File: src/core/uart_rx_defines.svh
// named constants of the receive data recovery block
// assumes a 40 MHz clk_in and a sample tick at 16 or 8 times the baud rate
`ifndef UART_RX_DEFINES_SVH
`define UART_RX_DEFINES_SVH
`define ADDR_W 5
`define DIV_W 12
`define OFS_CTRL 5'h00
`define OFS_DIVISOR 5'h04
`define OFS_DATA 5'h08
`define OFS_STATUS 5'h0c
`define OFS_MASK 5'h10
`define CTRL_BITS_LSB 0
`define CTRL_BITS_MSB 3
`define CTRL_PARITY 4
`define CTRL_DOUBLE 5
`define CTRL_MPCM 6
`define CTRL_W 7
`define CTRL_RESET 7'h08
`define DIVISOR_RESET 12'h000
`define DATA_FE 9
`define DATA_NINTH 8
`define EV_W 4
`define EV_DONE 0
`define EV_FRAME_ERR 1
`define EV_NOISE 2
`define EV_OVERRUN 3
`define SAMPLES_NORMAL 5'h10
`define SAMPLES_DOUBLE 5'h08
`define VOTE_FIRST_NORMAL 5'h08
`define VOTE_FIRST_DOUBLE 5'h04
`define VOTE_MID_NORMAL 5'h09
`define VOTE_MID_DOUBLE 5'h05
`define NINE_BITS 4'h9
`define MAX_BITS 10
`endif

File: src/core/uart_rx_pkg.sv
// types shared by the receive data recovery modules
// assumes nothing beyond the tool's SystemVerilog support
package uart_rx_pkg;
   typedef enum logic [1:0] {
      ST_IDLE = 2'b00,
      ST_START = 2'b01,
      ST_DATA = 2'b10,
      ST_GUARD = 2'b11
   } rx_state_e;
endpackage

File: src/core/rx_front_if.sv
// carrier between the sampling front end and the recovery core
// assumes both ends run on clk_in
`timescale 1ns/1ps
`default_nettype none
`include "uart_rx_defines.svh"
interface rx_front_if;
   logic [`DIV_W-1:0] divisor;
   logic sample_tick;
   logic line_level;
   modport front (input divisor, output sample_tick, output line_level);
   modport core (output divisor, input sample_tick, input line_level);
endinterface
`default_nettype wire

File: src/core/rx_sample_front.sv
// sample tick divider and three-stage line synchroniser
// assumes the receive pin is asynchronous to clk_in
`timescale 1ns/1ps
`default_nettype none
`include "uart_rx_defines.svh"
module rx_sample_front (
   input wire logic clk_in,
   input wire logic sys_rst_in,
   input wire logic serial_receive_line_in,
   rx_front_if.front fr
);
   logic [`DIV_W-1:0] div_reg;
   logic [`DIV_W-1:0] div_next;
   logic tick_reg;
   logic tick_next;
   logic [2:0] sync_reg;
   logic level_reg;
   logic level_next;

   always_comb begin
      div_next = div_reg + `DIV_W'(1);
      tick_next = 1'b0;
      if (div_reg >= fr.divisor) begin
         div_next = '0;
         tick_next = 1'b1;
      end
      // change counts once stages two and three agree
      level_next = level_reg;
      if (sync_reg[1] == sync_reg[2]) begin
         level_next = sync_reg[2];
      end
   end

   always_ff @(posedge clk_in or posedge sys_rst_in) begin
      if (sys_rst_in) begin
         div_reg <= '0;
         tick_reg <= 1'b0;
         sync_reg <= 3'h7;
         level_reg <= 1'b1;
      end else begin
         div_reg <= div_next;
         tick_reg <= tick_next;
         sync_reg <= {sync_reg[1:0], serial_receive_line_in};
         level_reg <= level_next;
      end
   end

   assign fr.sample_tick = tick_reg;
   assign fr.line_level = level_reg;
endmodule // rx_sample_front
`default_nettype wire

File: src/core/uart_rx_recovery.sv
// asynchronous receive data recovery with multi-processor filter
// assumes a register master on clk_in and a remote serial transmitter
`timescale 1ns/1ps
`default_nettype none
`include "uart_rx_defines.svh"
module uart_rx_recovery
   import uart_rx_pkg::*;
(
   input wire logic clk_in,
   input wire logic sys_rst_in,
   input wire logic serial_receive_line_in,
   input wire logic [`ADDR_W-1:0] addr_in,
   input wire logic [31:0] wdata_in,
   input wire logic wr_in,
   input wire logic rd_in,
   output logic [31:0] rdata_out,
   output logic irq_out,
   output logic frame_error_flag_out
);
   import uart_rx_pkg::*;

   function automatic logic majority(input logic a, input logic b,
                                     input logic c);
      majority = (a & b) | (a & c) | (b & c);
   endfunction

   function automatic logic [8:0] keep_low(input logic [`MAX_BITS-1:0] v,
                                           input logic [3:0] n);
      logic [8:0] r;
      r = '0;
      for (int i = 0; i < 9; i++) begin
         if (4'(i) < n) begin
            r[i] = v[i];
         end
      end
      keep_low = r;
   endfunction

   rx_front_if fif ();

   rx_sample_front u_front (
      .clk_in(clk_in),
      .sys_rst_in(sys_rst_in),
      .serial_receive_line_in(serial_receive_line_in),
      .fr(fif.front)
   );

   // control and buffer registers
   logic [`CTRL_W-1:0] ctrl_reg;
   logic [`CTRL_W-1:0] ctrl_next;
   logic [`DIV_W-1:0] baud_divisor_value_reg;
   logic [`DIV_W-1:0] baud_divisor_value_next;
   logic [8:0] data_reg;
   logic [8:0] data_next;
   logic frame_error_flag_reg;
   logic frame_error_flag_next;
   logic valid_reg;
   logic valid_next;
   logic [`EV_W-1:0] status_reg;
   logic [`EV_W-1:0] status_next;
   logic [`EV_W-1:0] mask_reg;
   logic [`EV_W-1:0] mask_next;
   logic [31:0] rdata_reg;
   logic [31:0] rdata_next;

   // receive machine
   rx_state_e state_reg;
   rx_state_e state_next;
   logic [4:0] cnt_reg;
   logic [4:0] cnt_next;
   logic [3:0] bit_idx_reg;
   logic [3:0] bit_idx_next;
   logic [1:0] vote_reg;
   logic [1:0] vote_next;
   logic [`MAX_BITS-1:0] bits_reg;
   logic [`MAX_BITS-1:0] bits_next;
   logic prev_reg;
   logic prev_next;

   logic multiproc_filter_mode;
   logic double_speed_select;
   logic [3:0] data_bits;
   logic [3:0] total_bits;
   logic [4:0] samples;
   logic [4:0] vote_first;
   logic [4:0] vote_mid;
   logic voted;
   logic push;
   logic push_fe;
   logic push_ninth;
   logic noise_ev;
   logic pop;
   logic [`EV_W-1:0] events;

   assign multiproc_filter_mode = ctrl_reg[`CTRL_MPCM];
   assign double_speed_select = ctrl_reg[`CTRL_DOUBLE];
   assign data_bits = ctrl_reg[`CTRL_BITS_MSB:`CTRL_BITS_LSB];
   // transmit side is not in this block, the filter only gates pushes
   assign total_bits = data_bits + {3'h0, ctrl_reg[`CTRL_PARITY]};
   assign fif.divisor = baud_divisor_value_reg;

   always_comb begin
      samples = `SAMPLES_NORMAL;
      vote_first = `VOTE_FIRST_NORMAL;
      vote_mid = `VOTE_MID_NORMAL;
      if (double_speed_select) begin
         samples = `SAMPLES_DOUBLE;
         vote_first = `VOTE_FIRST_DOUBLE;
         vote_mid = `VOTE_MID_DOUBLE;
      end
   end

   // bit recovery
   always_comb begin
      state_next = state_reg;
      cnt_next = cnt_reg;
      bit_idx_next = bit_idx_reg;
      vote_next = vote_reg;
      bits_next = bits_reg;
      prev_next = prev_reg;
      push = 1'b0;
      push_fe = 1'b0;
      push_ninth = 1'b0;
      noise_ev = 1'b0;
      voted = majority(vote_reg[0], vote_reg[1], fif.line_level);
      if (fif.sample_tick) begin
         prev_next = fif.line_level;
         case (state_reg)
            ST_IDLE: begin
               if (prev_reg && !fif.line_level) begin
                  // this tick is sample 1, so the next one is sample 2
                  cnt_next = 5'h02;
                  state_next = ST_START;
               end
            end
            ST_START, ST_DATA: begin
               cnt_next = cnt_reg + 5'h01;
               if (cnt_reg == samples) begin
                  cnt_next = 5'h01;
                  if (state_reg == ST_START) begin
                     state_next = ST_DATA;
                     bit_idx_next = 4'h0;
                  end else begin
                     bit_idx_next = bit_idx_reg + 4'h1;
                  end
               end
               if (cnt_reg == vote_first) begin
                  vote_next[0] = fif.line_level;
               end
               if (cnt_reg == vote_mid) begin
                  vote_next[1] = fif.line_level;
               end
               if (cnt_reg == vote_mid + 5'h01) begin
                  if (state_reg == ST_START) begin
                     if (voted) begin
                        noise_ev = 1'b1;
                        state_next = ST_IDLE;
                     end
                  end else if (bit_idx_reg == total_bits) begin
                     push_fe = !voted;
                     // address frame when the type bit is one
                     push_ninth = (data_bits == `NINE_BITS) ?
                                  bits_reg[`DATA_NINTH] : voted;
                     // unselected frames are dropped
                     push = !multiproc_filter_mode || push_ninth;
                     if (double_speed_select) begin
                        state_next = ST_GUARD;
                     end else begin
                        state_next = ST_IDLE;
                     end
                  end else begin
                     bits_next[bit_idx_reg] = voted;
                  end
               end
            end
            ST_GUARD: begin
               state_next = ST_IDLE;
            end
            default: begin
               state_next = ST_IDLE;
            end
         endcase
      end
   end

   always_ff @(posedge clk_in or posedge sys_rst_in) begin
      if (sys_rst_in) begin
         state_reg <= ST_IDLE;
         cnt_reg <= 5'h00;
         bit_idx_reg <= 4'h0;
         vote_reg <= 2'h0;
         bits_reg <= '0;
         prev_reg <= 1'b1;
      end else begin
         state_reg <= state_next;
         cnt_reg <= cnt_next;
         bit_idx_reg <= bit_idx_next;
         vote_reg <= vote_next;
         bits_reg <= bits_next;
         prev_reg <= prev_next;
      end
   end

   // register file and receive buffer
   assign pop = rd_in && (addr_in == `OFS_DATA);

   always_comb begin
      events = '0;
      events[`EV_DONE] = push;
      events[`EV_FRAME_ERR] = push && push_fe;
      events[`EV_NOISE] = noise_ev;
      events[`EV_OVERRUN] = push && valid_reg && !pop;
   end

   always_comb begin
      ctrl_next = ctrl_reg;
      baud_divisor_value_next = baud_divisor_value_reg;
      mask_next = mask_reg;
      data_next = data_reg;
      frame_error_flag_next = frame_error_flag_reg;
      valid_next = valid_reg && !pop;
      rdata_next = '0;
      status_next = status_reg;
      if (wr_in) begin
         case (addr_in)
            `OFS_CTRL: ctrl_next = wdata_in[`CTRL_W-1:0];
            `OFS_DIVISOR: baud_divisor_value_next = wdata_in[`DIV_W-1:0];
            `OFS_STATUS: status_next = status_reg & ~wdata_in[`EV_W-1:0];
            `OFS_MASK: mask_next = wdata_in[`EV_W-1:0];
            default: begin
            end
         endcase
      end
      // a new event wins over a clear in the same cycle
      status_next = status_next | events;
      if (push) begin
         data_next = keep_low(bits_reg, data_bits);
         frame_error_flag_next = push_fe;
         valid_next = 1'b1;
      end
      if (rd_in) begin
         case (addr_in)
            `OFS_CTRL: rdata_next = {25'h0, ctrl_reg};
            `OFS_DIVISOR: rdata_next = {20'h0, baud_divisor_value_reg};
            `OFS_DATA: rdata_next = {21'h0, valid_reg,
                                     frame_error_flag_reg, data_reg};
            `OFS_STATUS: rdata_next = {28'h0, status_reg};
            `OFS_MASK: rdata_next = {28'h0, mask_reg};
            default: rdata_next = '0;
         endcase
      end
   end

   always_ff @(posedge clk_in or posedge sys_rst_in) begin
      if (sys_rst_in) begin
         ctrl_reg <= `CTRL_RESET;
         baud_divisor_value_reg <= `DIVISOR_RESET;
         data_reg <= '0;
         frame_error_flag_reg <= 1'b0;
         valid_reg <= 1'b0;
         status_reg <= '0;
         mask_reg <= '0;
         rdata_reg <= '0;
      end else begin
         ctrl_reg <= ctrl_next;
         baud_divisor_value_reg <= baud_divisor_value_next;
         data_reg <= data_next;
         frame_error_flag_reg <= frame_error_flag_next;
         valid_reg <= valid_next;
         status_reg <= status_next;
         mask_reg <= mask_next;
         rdata_reg <= rdata_next;
      end
   end

   assign rdata_out = rdata_reg;
   assign irq_out = |(status_reg & mask_reg);
   assign frame_error_flag_out = frame_error_flag_reg;
endmodule // uart_rx_recovery
`default_nettype wire

File: config.mk
export PLATFORM = sky130hd
export DESIGN_NAME = uart_rx_recovery
export DESIGN_NICKNAME = d
export VERILOG_FILES = /design/src/core/uart_rx_pkg.sv /design/src/core/rx_front_if.sv /design/src/core/rx_sample_front.sv /design/src/core/uart_rx_recovery.sv
export VERILOG_INCLUDE_DIRS = /design/src /design/src/core
export SDC_FILE = /design/constraint.sdc
export NUM_CORES = 1
export LEC_CHECK = 0
export ABC_AREA = 1
export ABC_CLOCK_PERIOD_IN_PS = 2990
export BUFFER_PORTS_ARGS = -buffer_cell sky130_fd_sc_hd__buf_2
export CAP_MARGIN = 15
export CORE_ASPECT_RATIO = 0.6
export CORE_MARGIN = 5
export CORE_UTILIZATION = 40
export CTS_BUF_LIST = sky130_fd_sc_hd__clkbuf_16
export CTS_CLUSTER_DIAMETER = 100
export DETAILED_ROUTE_END_ITERATION = 12
export GPL_ROUTABILITY_DRIVEN = 1
export PLACE_DENSITY = 0.61
export RECOVER_POWER = 25
export SLEW_MARGIN = 20
export SYNTH_ARGS = -nofsm -noshare
export SYNTH_HDL_FRONTEND = slang
export SYNTH_SLANG_ARGS = --single-unit
File: constraint.sdc
create_clock -name clk_in -period 2.99 [get_ports clk_in]
set_input_delay 0.1495 -clock clk_in [delete_from_list [all_inputs] [get_ports clk_in]]
set_output_delay 0.1495 -clock clk_in [all_outputs]
set_load 0.05 [all_outputs]
==> metrics.md, run 1 <==
| Metric | Value |
|---|---|
| Worst setup path category | reg2reg |
| Unique cell type count in the Yosys netlist | 40 |
| Int Power | 2150 uW |
| Share of layout cells above drive strength 1 | 11.4% |
| Number of synthesized flops with an enable pin | 0 |
| Final antenna diode count | 0 |
| Post-route cell area | 5470 um^2 |
| Highest Clock Rate | 461 MHz |
| Tot GR Track Use | 16.6% |
| Share of synthesized area occupied by flip-flops and latches | 46.0% |
| Crit. End Element | register |
| Vias per cell | 4.95 |
| Highest fanout seen on the critical path | 20 |
| Wire length of the first global-routing pass | 19300 um |
| Data arrival at the endpoint of the critical path | 2.39 ns |
| Synth warnings | 0 |
| Number of I/O pins | 76 |
| Number of buffers inserted by post-CTS setup repair | 0 |
| Area of the die | 14700 um^2 |
| Clock Sinks | 90 |
| Headroom to the max-slew limit | -43.6% |
| Number of vias in the routed layout | 3953 |
| Routed len/inst | 14.6 um |
| Measured slew at the worst slew-check pin | 2.14 ns |
| TritonCTS clock tree | built |
| Number of hold-slack violations in the final timing report | 0 |
| Worst setup slack for register-to-register paths | 0.82 ns |
| Dominant register cell in the synthesized netlist | dfrtp_1 |
| Die H | 95.9 um |
| Detailed-routing iteration count for the pre-antenna-repair pass | 5 |
| Vias in the first global route | 3753 |
| Number of remaining DRC errors | 0 |
| Required time of the critical path | 3.21 ns |
| Switching power as a share of total power | 31.6% |
| Routability cong. | 0.914 |
| Total number of H-tree levels | 3 |
| Max-slew violation count | 47 |
| Number of DRC markers after the initial detailed-route iteration | 282 |
| Post-synthesis instance area | 4910 um^2 |
| Buffer levels on the longest clock path | 2 |
| Core outline area | 12000 um^2 |
| Mean instance size in the synthesized netlist | 8.36 um^2 |
| Clock Pin Slew Worst Setup and Hold Paths | 0.06 ns |
| Post-synthesis async set-or-reset flop share | 100% |
| Static Leak | 0.00264 uW |
| Worst VDD drop | 0.334 mV |
| Number of instances in the synthesized netlist | 588 |
| Clock network fraction of total power | 36.9% |
| Number of flip-flops and latches in the synthesized netlist | 90 |
| Number of port buffers | 35 |
| Min setup slack post-route | 0.820 ns |
| Total clock buffers created by CTS | 9 |
| Part of the power in combinational logic | 17.9% |
| Final HPWL from detailed placement | 9100 um |
| Root Buffer Master | clkbuf_16 |
| Total congestion overflow | 0 |
| ANT nets after route | 0 |
| Net Switching | 997 uW |
| Final setup fails | 0 |
| Clock latency on the worst-skew pair | 0.35 ns |
| Clock skew | 0.00843 ns |
| Most frequent standard cell in the layout excluding fill and tap cells | nand2_1 |
| Number of max-cap violations | 1 |
| Number of buffers added to fix hold violations after cts | 2 |
| Worst hold slack | 0.0693 ns |
| Violated checks | capacitance limit, slew limit |
| Pre-CTS setup slack | 0.818 ns |
| Crit start category | register |
| Total Nets Final | 697 |
| Total power density per cell area | 576 nW/um^2 |
| Synthesis-to-layout area growth | 11.4% |
| Area after detailed placement | 5190 um^2 |
| Setup repair after global routing missed its margin | false |
| Initial antenna violation count | 0 |
| Largest net degree at the start of global routing | 47 |
| Most frequent cells in the layout | nand2_1, inv_1, dfrtp_1 |
| Initial Utilization | 40.9% |
| Std-Cell Rows | 31 |
| Final worst-path cycle share | 72.6% |
| Die width | 153 um |
| Power share of the sequential group | 45.1% |
| Post-CTS resize count | 0 |
| Hold Path Class | in2reg |
| Post-Route Setup TNS | 0 ns |
| Detailed Route WL | 11600 um |
| Fin crit period | 2.17 ns |
| Status | finished, violations left |
-- cell usage after synthesis, types with 9 or more instances --
cell	number	area, um^2
o21ai_2	9	78.8
a21oi_1	17	85.1
buf_4	22	165
nand4_1	16	100
nand2_1	115	432
nor2_1	52	195
dfrtp_1	84	2100
o21ai_0	46	230
ha_1	26	325
o22ai_1	17	106
inv_1	88	330
nand3_1	26	130
xor2_1	10	87.6
-- routing by layer --
metal	GRT usage (%)	wire length (um)	up-vias	share of wire, %
li1	-	-	1952	-
met1	25.8	6020	1873	52
met2	22.8	4510	118	39
met3	4.09	985	10	8.5
met4	4.00	109	0	0.94
met5	0	0	-	0
-- power by group through the flow --
stage | combinational, uW | clock, uW | sequential, uW
CTS | 570 | 1180 | 1420
floorplan | 447 | 0 | 1420
global route | 652 | 1230 | 1440
finish | 565 | 1160 | 1420
global placement | 541 | 0 | 1440
detailed placement | 563 | 0 | 1440
-- path summary, 6_finish.rpt --
path	from	end	cells past startpoint
setup reg to reg	state_reg[0]	data_reg[4]	9
max in group asynchronous	sys_rst_in	data_reg[7]	4
hold / removal	wdata_in[9]	baud_divisor_value_reg[9]	3
hold reg to reg	u_front.sync_reg[0]	u_front.sync_reg[1]	0
setup / recovery	state_reg[0]	data_reg[4]	9
min in group asynchronous	sys_rst_in	baud_divisor_value_reg[7]	3
-- worst max-delay path, cell delays in order (launching register included) --
cell and delay (ns):
dfrtp_1 0.40, inv_1 0.08, ha_1 0.34, nand2_1 0.08, nor2_1 0.32, nand3_4 0.14
nor2_4 0.14, nand2_2 0.31, nand2_1 0.17, o21ai_2 0.06
-- area by class of cell --
type / count / area, um^2
Inverter: 93 / 352
Multi-Input combinational cell: 393 / 2140
Fill cell: 1193 / 6550
Clock inverter: 7 / 75.1
Timing Repair Buffer: 42 / 213
Sequential cell: 90 / 2260
Clock buffer: 9 / 225
Tap cell: 165 / 206
-- stage by stage --
step | util (%) | std cells | total power (uW)
after floorplan | - | 607 | 1860
after global placement | 43.1 | 781 | 1980
after detailed placement | 43.1 | 781 | 2010
after CTS | 45.8 | 799 | 3170
after global routing | 45.5 | 799 | 3320
final | 45.5 | 799 | 3150
-- cells by family after synthesis --
logic type | share of synthesized area, %
XOR/XNOR | 2.32
AO/OA/AOI/OAI | 12.2
flip-flops | 46.0
other | 0.0763
adder cells (fa/ha/maj) | 6.82
buffers and inverters | 11.6
AND/OR/NAND/NOR | 21.0
No activity file was read; power rests on OpenSTA's default activity.
==> run 2: changes to the inputs <==
--- a/config.mk
+++ b/config.mk
@@ -6,8 +6,8 @@
 export SDC_FILE = /design/constraint.sdc
 export NUM_CORES = 1
 export LEC_CHECK = 0
-export ABC_AREA = 1
-export ABC_CLOCK_PERIOD_IN_PS = 2990
+export ABC_AREA = 0
+export ABC_CLOCK_PERIOD_IN_PS = 1900
 export BUFFER_PORTS_ARGS = -buffer_cell sky130_fd_sc_hd__buf_2
 export CAP_MARGIN = 15
 export CORE_ASPECT_RATIO = 0.6
@@ -17,7 +17,7 @@
 export CTS_CLUSTER_DIAMETER = 100
 export DETAILED_ROUTE_END_ITERATION = 12
 export GPL_ROUTABILITY_DRIVEN = 1
-export PLACE_DENSITY = 0.61
+export PLACE_DENSITY = 0.63
 export RECOVER_POWER = 25
 export SLEW_MARGIN = 20
 export SYNTH_ARGS = -nofsm -noshare
==> constraint.sdc (replaced) <==
create_clock -name clk_in -period 1.9 [get_ports clk_in]
set_input_delay 0.095 -clock clk_in [delete_from_list [all_inputs] [get_ports clk_in]]
set_output_delay 0.095 -clock clk_in [all_outputs]
set_load 0.05 [all_outputs]
==> run 2 against run 1 <==
Compared with the run above:
- the run ends with setup timing left
- setup slack worse by 1.1 ns
- sequential power grew 68%
- largest cell class is now multi-input combinational cells
- hold slack worse by 0.051 ns
- sequential cell count stayed put
- core utilization up 8.0 points
- cell count shrank 5.6%
- critical path type unchanged
- clock power up 56%
- clock skew up 0.0036 ns
- non-clock buffer count increased by 69
- global-route usage rose by 1.4 points
==> metrics.md, run 2 <==
| Metric | Value |
|---|---|
| Design Power | 6590 uW (+110%) |
| Crit start category | register |
| Post-synthesis instance area | 4990 um^2 (+1.6%) |
| Crit. End Element | register |
| Die width | 154 um (+0.74%) |
| Clock Sinks | 90 (unchanged) |
| Vias per cell | 5.29 (+6.9%) |
| Vias in the first global route | 3843 (+2.4%) |
| Final HPWL from detailed placement | 9300 um (+2.2%) |
| Total number of H-tree levels | 3 (unchanged) |
| Worst VDD drop | 0.534 mV (+60%) |
| Hold path depth | 2 (-1) |
| Setup repair after global routing missed its margin | true |
| Pre-CTS setup slack | -0.235 ns (-1.05 ns) |
| Number of port buffers | 35 (unchanged) |
| Tot GR Track Use | 17.9% (+1.4 points) |
| Post-synthesis async set-or-reset flop share | 100% (unchanged) |
| Ranking of synthesized cells by area | dfrtp_1, mux2_2, ha_1 |
| Die H | 96.5 um (+0.71%) |
| Hold Path Class | in2reg |
| CP max stage cell | dfrtp_1 |
| Share of synthesized area occupied by flip-flops and latches | 45.3% (-0.73 points) |
| Root Buffer Master | clkbuf_16 |
| Buffer levels on the longest clock path | 2 (unchanged) |
| Number of I/O pins | 76 (unchanged) |
| Routability cong. | 0.856 (-6.3%) |
| Total congestion overflow | 0 (unchanged) |
| Number of synthesized flops with an enable pin | 0 (unchanged) |
| Number of flip-flops and latches in the synthesized netlist | 90 (unchanged) |
| Most frequent standard cell in the layout excluding fill and tap cells | dfrtp_1 |
| Largest net degree at the start of global routing | 71 (+51%) |
| Required time of the critical path | 2.13 ns (-1.08 ns) |
| ANT nets after route | 0 (unchanged) |
| Highest fanout seen on the critical path | 3 (-85%) |
| Unique cell type count in the Yosys netlist | 60 (+50%) |
| Number of cells on the worst reg-to-reg path | 9 (unchanged) |
| Headroom to the max-slew limit | 25.5% (+69 points) |
| Slowest Stage Delay on Critical Path | 0.42 ns (+0.02 ns) |
| Number of max-cap violations | 0 (-1) |
| Share of layout cells above drive strength 1 | 36.2% (+25 points) |
| Highest Clock Rate | 463 MHz (+0.41%) |
| Worst setup path category | reg2reg |
| Area of the die | 14900 um^2 (+1.5%) |
| Number of DRC markers after the initial detailed-route iteration | 320 (+13%) |
| Most common cell on crit path | ha_4 |
| Clock latency on the worst-skew pair | 0.35 ns (about the same) |
| TritonCTS clock tree | built |
| Total Nets Final | 652 (-6.5%) |
| Clock skew | 0.0120 ns (+0.00356 ns) |
| Clock Pin Slew Worst Setup and Hold Paths | 0.07 ns (about the same) |
| Initial Utilization | 41.1% (+0.26 points) |
| Mean instance size in the synthesized netlist | 10.4 um^2 (+24%) |
| Core outline area | 12100 um^2 (+0.97%) |
| Number of instances in the synthesized netlist | 480 (-18%) |
| Routed len/inst | 17.5 um (+20%) |
| Status | finished, violations left |
| Total power density per cell area | 1010 nW/um^2 (+76%) |
| Total clock buffers created by CTS | 9 (unchanged) |
| Number of vias in the routed layout | 3986 (+0.83%) |
| Initial antenna violation count | 0 (unchanged) |
| Dominant register cell in the synthesized netlist | dfrtp_1 |
| Area share of the largest cell type after synthesis | 42.1% (-0.68 points) |
| Violated checks | setup timing |
| Detailed-routing iteration count for the pre-antenna-repair pass | 5 (unchanged) |
| Static Leak | 0.00304 uW (+15%) |
| Final worst-path cycle share | 114% (+41 points) |
| Number of hold-slack violations in the final timing report | 0 (unchanged) |
| Fin crit period | 2.16 ns (-0.00887 ns) |
| Max-slew violation count | 0 (-100%) |
| Final setup fails | 24 (+24) |
| Post-synthesis cell type with the largest combined area | dfrtp_1 |
| Cell chain of the critical path | ha_4 > ha_4 > xnor2_4 > nand3_4 > buf_4 > buf_6 > o31ai_4 > a2111oi_1 > a221o_1 |
| Synth warnings | 0 (unchanged) |
| Worst hold slack | 0.0179 ns (-0.0514 ns) |
| Detailed Route WL | 13200 um (+13%) |
| Number of remaining DRC errors | 0 (unchanged) |
| Dominant cell by count in the synthesized netlist | dfrtp_1 |
| Most frequent cells in the layout | dfrtp_1, buf_4, nand2_1 |
| Data arrival at the endpoint of the critical path | 2.39 ns (about the same) |
| Wire length of the first global-routing pass | 20800 um (+7.9%) |
| Most used standard cells in the synthesized netlist | dfrtp_1, nand2_1, mux2_2, inv_1, ha_1 |
| Final antenna diode count | 0 (unchanged) |
| Synthesis-to-layout area growth | 30.1% |
| Min setup slack post-route | -0.261 ns (-1.08 ns) |
| Measured slew at the worst slew-check pin | 1.12 ns (-1.02 ns) |
| Std-Cell Rows | 31 (unchanged) |
## run 2: cell types whose count changed after synthesis, moves of 11 or more
cell	before	now
mux2i_1	0	12
nor2_1	52	23
o22ai_1	17	0
clkbuf_1	3	14
nand3_1	26	14
nand4_1	16	5
mux2_2	0	43
nand2_1	115	44
o21ai_0	46	13
inv_1	88	30
## run 2: cell families (layout without fill, tap and decap cells)
logic type / count (synthesis) / in the layout / synth area share (%)
other cells: 1 / 20 / 0.0751
flops: 90 / 90 / 45.3
compound gates: 87 / 88 / 12.1
mux: 55 / 55 / 12.1
buf+inv: 69 / 157 / 6.87
simple gates: 135 / 136 / 13.8
xor+xnor: 15 / 15 / 2.91
fa+ha+maj: 28 / 28 / 6.92
## run 2: timing repair
action | in CTS | in global routing
endpoints found under the setup margin | 39 | 46
pin swaps | 19 | 20
buffers inserted | 7 | 7
gates resized for setup | 33 | 28
endpoints found under the hold margin | 92 | 0
cloned | 1 | 1
hold buffers | 8 | 0
## run 2: path summary, 6_finish.rpt
kind	start	end	slack [ns]
setup / recovery	ctrl_reg[4]	state_reg[1]	-0.26
hold / removal	wdata_in[6]	baud_divisor_value_reg[6]	0.02
setup reg to reg	ctrl_reg[4]	state_reg[1]	-0.26
hold reg to reg	u_front.sync_reg[0]	u_front.sync_reg[1]	0.36
max in group asynchronous	sys_rst_in	baud_divisor_value_reg[5]	0.55
min in group asynchronous	sys_rst_in	cnt_reg[3]	0.65
## run 2: report_power, final
| group | leakage (uW) | switching, uW | internal [uW] |
|---|---|---|---|
| Sequential | 0.00119 | 232 | 2160 |
| Clock | 0.000149 | 877 | 936 |
| Combinational | 0.00171 | 1290 | 1090 |
## run 2: routing by layer
layer,GRT usage [%],routed length (um),vias to the layer above
li1,-,-,1867
met1,27.9,6840,1954
met2,24.7,5260,152
met3,4.27,940,13
met4,4.56,148,0
met5,0,0,-
## run 2: final cells by class
class,instances,area [um^2]
Clock buffer,9,225
Multi-Input combinational cell,342,2810
Sequential cell,90,2260
Fill cell,1020,5650
Tap cell,165,206
Timing Repair Buffer,111,800
Inverter,30,114
Clock inverter,7,76.3
## run 2: critical path, delay by kind of cell (launching register included)
kind            cells  cell delay, ns
compound gates      3            0.60
flops               1            0.42
simple gates        1            0.12
fa+ha+maj           2            0.42
xor+xnor            1            0.21
buf+inv             2            0.28
## run 2: per-stage QoR
step | setup TNS (ns) | cells | utilization (%) | instance area [um^2]
after floorplan | -0.270 | 499 | - | 5140
after global placement | -2.54 | 715 | 47.1 | 5720
after detailed placement | -4.30 | 715 | 47.1 | 5720
after CTS | -2.99 | 747 | 52.1 | 6330
after global routing | -6.49 | 754 | 53.5 | 6490
final | -4.47 | 754 | 53.5 | 6490
==> run 3: changes to the inputs <==
--- a/config.mk
+++ b/config.mk
@@ -7,7 +7,7 @@
 export NUM_CORES = 1
 export LEC_CHECK = 0
 export ABC_AREA = 0
-export ABC_CLOCK_PERIOD_IN_PS = 1900
+export ABC_CLOCK_PERIOD_IN_PS = 1800
 export BUFFER_PORTS_ARGS = -buffer_cell sky130_fd_sc_hd__buf_2
 export CAP_MARGIN = 15
 export CORE_ASPECT_RATIO = 0.6
@@ -18,7 +18,7 @@
 export DETAILED_ROUTE_END_ITERATION = 12
 export GPL_ROUTABILITY_DRIVEN = 1
 export PLACE_DENSITY = 0.63
-export RECOVER_POWER = 25
+export RECOVER_POWER = 50
 export SLEW_MARGIN = 20
 export SYNTH_ARGS = -nofsm -noshare
 export SYNTH_HDL_FRONTEND = slang
==> constraint.sdc (replaced) <==
create_clock -name clk_in -period 1.8 [get_ports clk_in]
set_input_delay 0.09 -clock clk_in [delete_from_list [all_inputs] [get_ports clk_in]]
set_output_delay 0.09 -clock clk_in [all_outputs]
set_load 0.005 [all_outputs]
==> run 3 against run 2 <==
Compared with the run above:
- clock-buffer cell count did not move
- die area did not move
- largest power group is now combinational logic
- largest cell class unchanged
- cell count up 0.93%
- core utilization rose by 1.7 points
- register-to-register slack hardly changed
- sequential share of layout area shrank 1.1 points
- cell area increased by 3.3%
- critical path depth decreased by 2
- global-route usage grew 0.87 points
- critical path type unchanged
- the run still ends with setup timing left
- setup slack worse by 0.00099 ns
- wire length rose by 4.2%
==> metrics.md, run 3 (synthesis gave the netlist of run 2 again) <==
| Metric | Value |
|---|---|
| Worst setup path category | reg2reg |
| Data arrival at the endpoint of the critical path | 2.31 ns (-0.08 ns) |
| Multi-input gate area in the final layout | 2960 um^2 (+5.2%) |
| Startpoint of the most critical register-to-register path | state_reg[0] |
| Routability cong. | 0.850 (-0.74%) |
| Tot GR Track Use | 18.8% (+0.87 points) |
| Number of max-cap violations | 0 (unchanged) |
| Most frequent standard cell in the layout excluding fill and tap cells | dfrtp_1 |
| Crit start category | register |
| Hold path depth | 2 (unchanged) |
| Initial Utilization | 41.1% (unchanged) |
| Final HPWL from detailed placement | 9600 um (+3.2%) |
| Number of I/O pins | 76 (unchanged) |
| Detailed Route WL | 13700 um (+4.2%) |
| Worst VDD drop | 0.571 mV (+6.8%) |
| Die width | 154 um (unchanged) |
| Total clock buffers created by CTS | 9 (unchanged) |
| Wire length of the first global-routing pass | 21700 um (+4.5%) |
| Buffer levels on the longest clock path | 2 (unchanged) |
| Post-Route Setup TNS | -3.83 ns (+0.649 ns) |
| Clock latency on the worst-skew pair | 0.36 ns (about the same) |
| Highest fanout seen on the critical path | 4 (+1) |
| Synthesis-to-layout area growth | 34.3% |
| Max-slew violation count | 0 (unchanged) |
| Min setup slack post-route | -0.262 ns (-0.000988 ns) |
| Final setup fails | 35 (+46%) |
| Total power density per cell area | 1050 nW/um^2 (+3.5%) |
| Status | finished, violations left |
| Post-route non-filler standard cell count | 761 (+0.93%) |
| Design Power | 7040 uW (+6.9%) |
| Worst setup slack for register-to-register paths | -0.26 ns (about the same) |
| Die H | 96.5 um (unchanged) |
| Measured slew at the worst slew-check pin | 0.951 ns (-0.167 ns) |
| Setup repair after global routing missed its margin | true |
| Area of the die | 14900 um^2 (unchanged) |
| Headroom to the max-slew limit | 36.3% (+11 points) |
| Clock Pin Slew Worst Setup and Hold Paths | 0.08 ns (about the same) |
| Total Nets Final | 659 (+1.1%) |
| Endpoint of the worst hold path | ctrl_reg[6] |
| Total congestion overflow | 0 (unchanged) |
| Clock skew | 0.0147 ns (+0.00270 ns) |
| Final worst-path cycle share | 115% (+0.82 points) |
| Share of layout cells above drive strength 1 | 40.1% (+3.9 points) |
| Required time of the critical path | 2.05 ns (-0.08 ns) |
| Vias per cell | 5.31 (+0.50%) |
| Number of port buffers | 35 (unchanged) |
| Number of remaining DRC errors | 0 (unchanged) |
| Detailed-routing iteration count for the pre-antenna-repair pass | 5 (unchanged) |
| Root Buffer Master | clkbuf_16 |
| Number of DRC markers after the initial detailed-route iteration | 218 (-32%) |
| Routed len/inst | 18.1 um (+3.3%) |
| Pre-CTS setup slack | -0.268 ns (-0.0326 ns) |
| Violated checks | setup timing |
| Capturing point of the worst reg2reg path | bits_reg[7] |
| Highest Clock Rate | 485 MHz (+4.8%) |
| Number of cells in the design after placement | 723 (+1.1%) |
| Largest net degree at the start of global routing | 58 (-18%) |
| Area taken by flip-flops and latches | 2260 um^2 (about the same) |
| Static Leak | 0.00308 uW (+1.1%) |
| Final antenna diode count | 0 (unchanged) |
| Fin crit period | 2.06 ns (-0.0990 ns) |
| Clock Sinks | 90 (unchanged) |
| TritonCTS clock tree | built |
| Initial antenna violation count | 0 (unchanged) |
| ANT nets after route | 0 (unchanged) |
| Vias in the first global route | 3944 (+2.6%) |
| Startpoint of the tightest hold check path | wdata_in[6] |
| Number of hold-slack violations in the final timing report | 0 (unchanged) |
| Hold Path Class | in2reg |
| Core outline area | 12100 um^2 (unchanged) |
| Crit. End Element | register |
| Most frequent cells in the layout | dfrtp_1, buf_4, nand2_1 |
| Final design utilization | 55.2% (+1.7 points) |
| Fill count | 1034 (+1.4%) |
| Std-Cell Rows | 31 (unchanged) |
| Total number of H-tree levels | 3 (unchanged) |
| Number of vias in the routed layout | 4043 (+1.4%) |
| Number of cells on the worst reg-to-reg path | 7 (-2) |
==> run 3: cell count changes in the layout (fill, tap and decap cells not counted), moves of 6 or more <==
cell      delta
a21oi_1      -6
buf_2       -12
buf_4       +12
clkbuf_1    +11
==> run 3: metrics by stage <==
step,instance area (um^2),hold slack [ns]
after global routing,6710,0.00295
after floorplan,5160,0.0945
after detailed placement,5800,0.132
after global placement,5800,0.126
after CTS,6530,0.00425
final,6710,0.00992
==> run 3: how the worst max path moves through the flow <==
| stage | startpoint | to | slack, ns | depth (start not counted) |
|---|---|---|---|---|
| 3_3_place_gp | cnt_reg[2] | bits_reg[7] | -0.20 | 5 |
| 6_report | state_reg[0] | bits_reg[7] | -0.26 | 7 |
| 3_5_place_dp | ctrl_reg[4] | bits_reg[8] | -0.27 | 8 |
| 2_1_floorplan | cnt_reg[2] | bits_reg[4] | -0.15 | 5 |
| 4_1_cts | cnt_reg[2] | bits_reg[7] | -0.26 | 5 |
| 5_1_grt | state_reg[0] | bits_reg[4] | -0.35 | 7 |
==> run 3: layout make-up <==
type / instances / share of cell area, %
inverter: 30 / 1.70
timing repair buffer: 119 / 12.9
clock inverter: 7 / 1.14
clock buffer: 9 / 3.36
multi-input combinational: 341 / 44.2
sequential: 90 / 33.7
tap: 165 / 3.08
==> run 3: critical path, stage by stage (launching register included) <==
cell and delay [ns]:
dfrtp_1 0.41, inv_2 0.08, ha_4 0.28, nand2_4 0.06
a2111oi_4 0.35, o211ai_1 0.24, nor2_1 0.22, mux2_4 0.32
==> run 3: what timing repair did <==
action,CTS,global route
endpoints found under the setup margin,45,48
buffers inserted,8,7
hold buffers,7,0
pin swaps,21,15
resized for setup,55,41
gates cloned,1,0
hold endpoints to repair,17,0
==> run 3: report_power, final <==
part	internal, uW	switching, uW	leakage, uW
Sequential	2280	237	0.00118
Clock	988	936	0.000149
Combinational	1230	1370	0.00174
Total	4500	2540	0.00308
==> run 3: metal layers <==
layer	vias to the layer above	part of all wire, %	track usage [%]
li1	1876	-	-
met1	2023	50	27.5
met2	135	43	28.0
met3	9	6.4	5.25
met4	0	0.57	3.75
met5	-	0	0
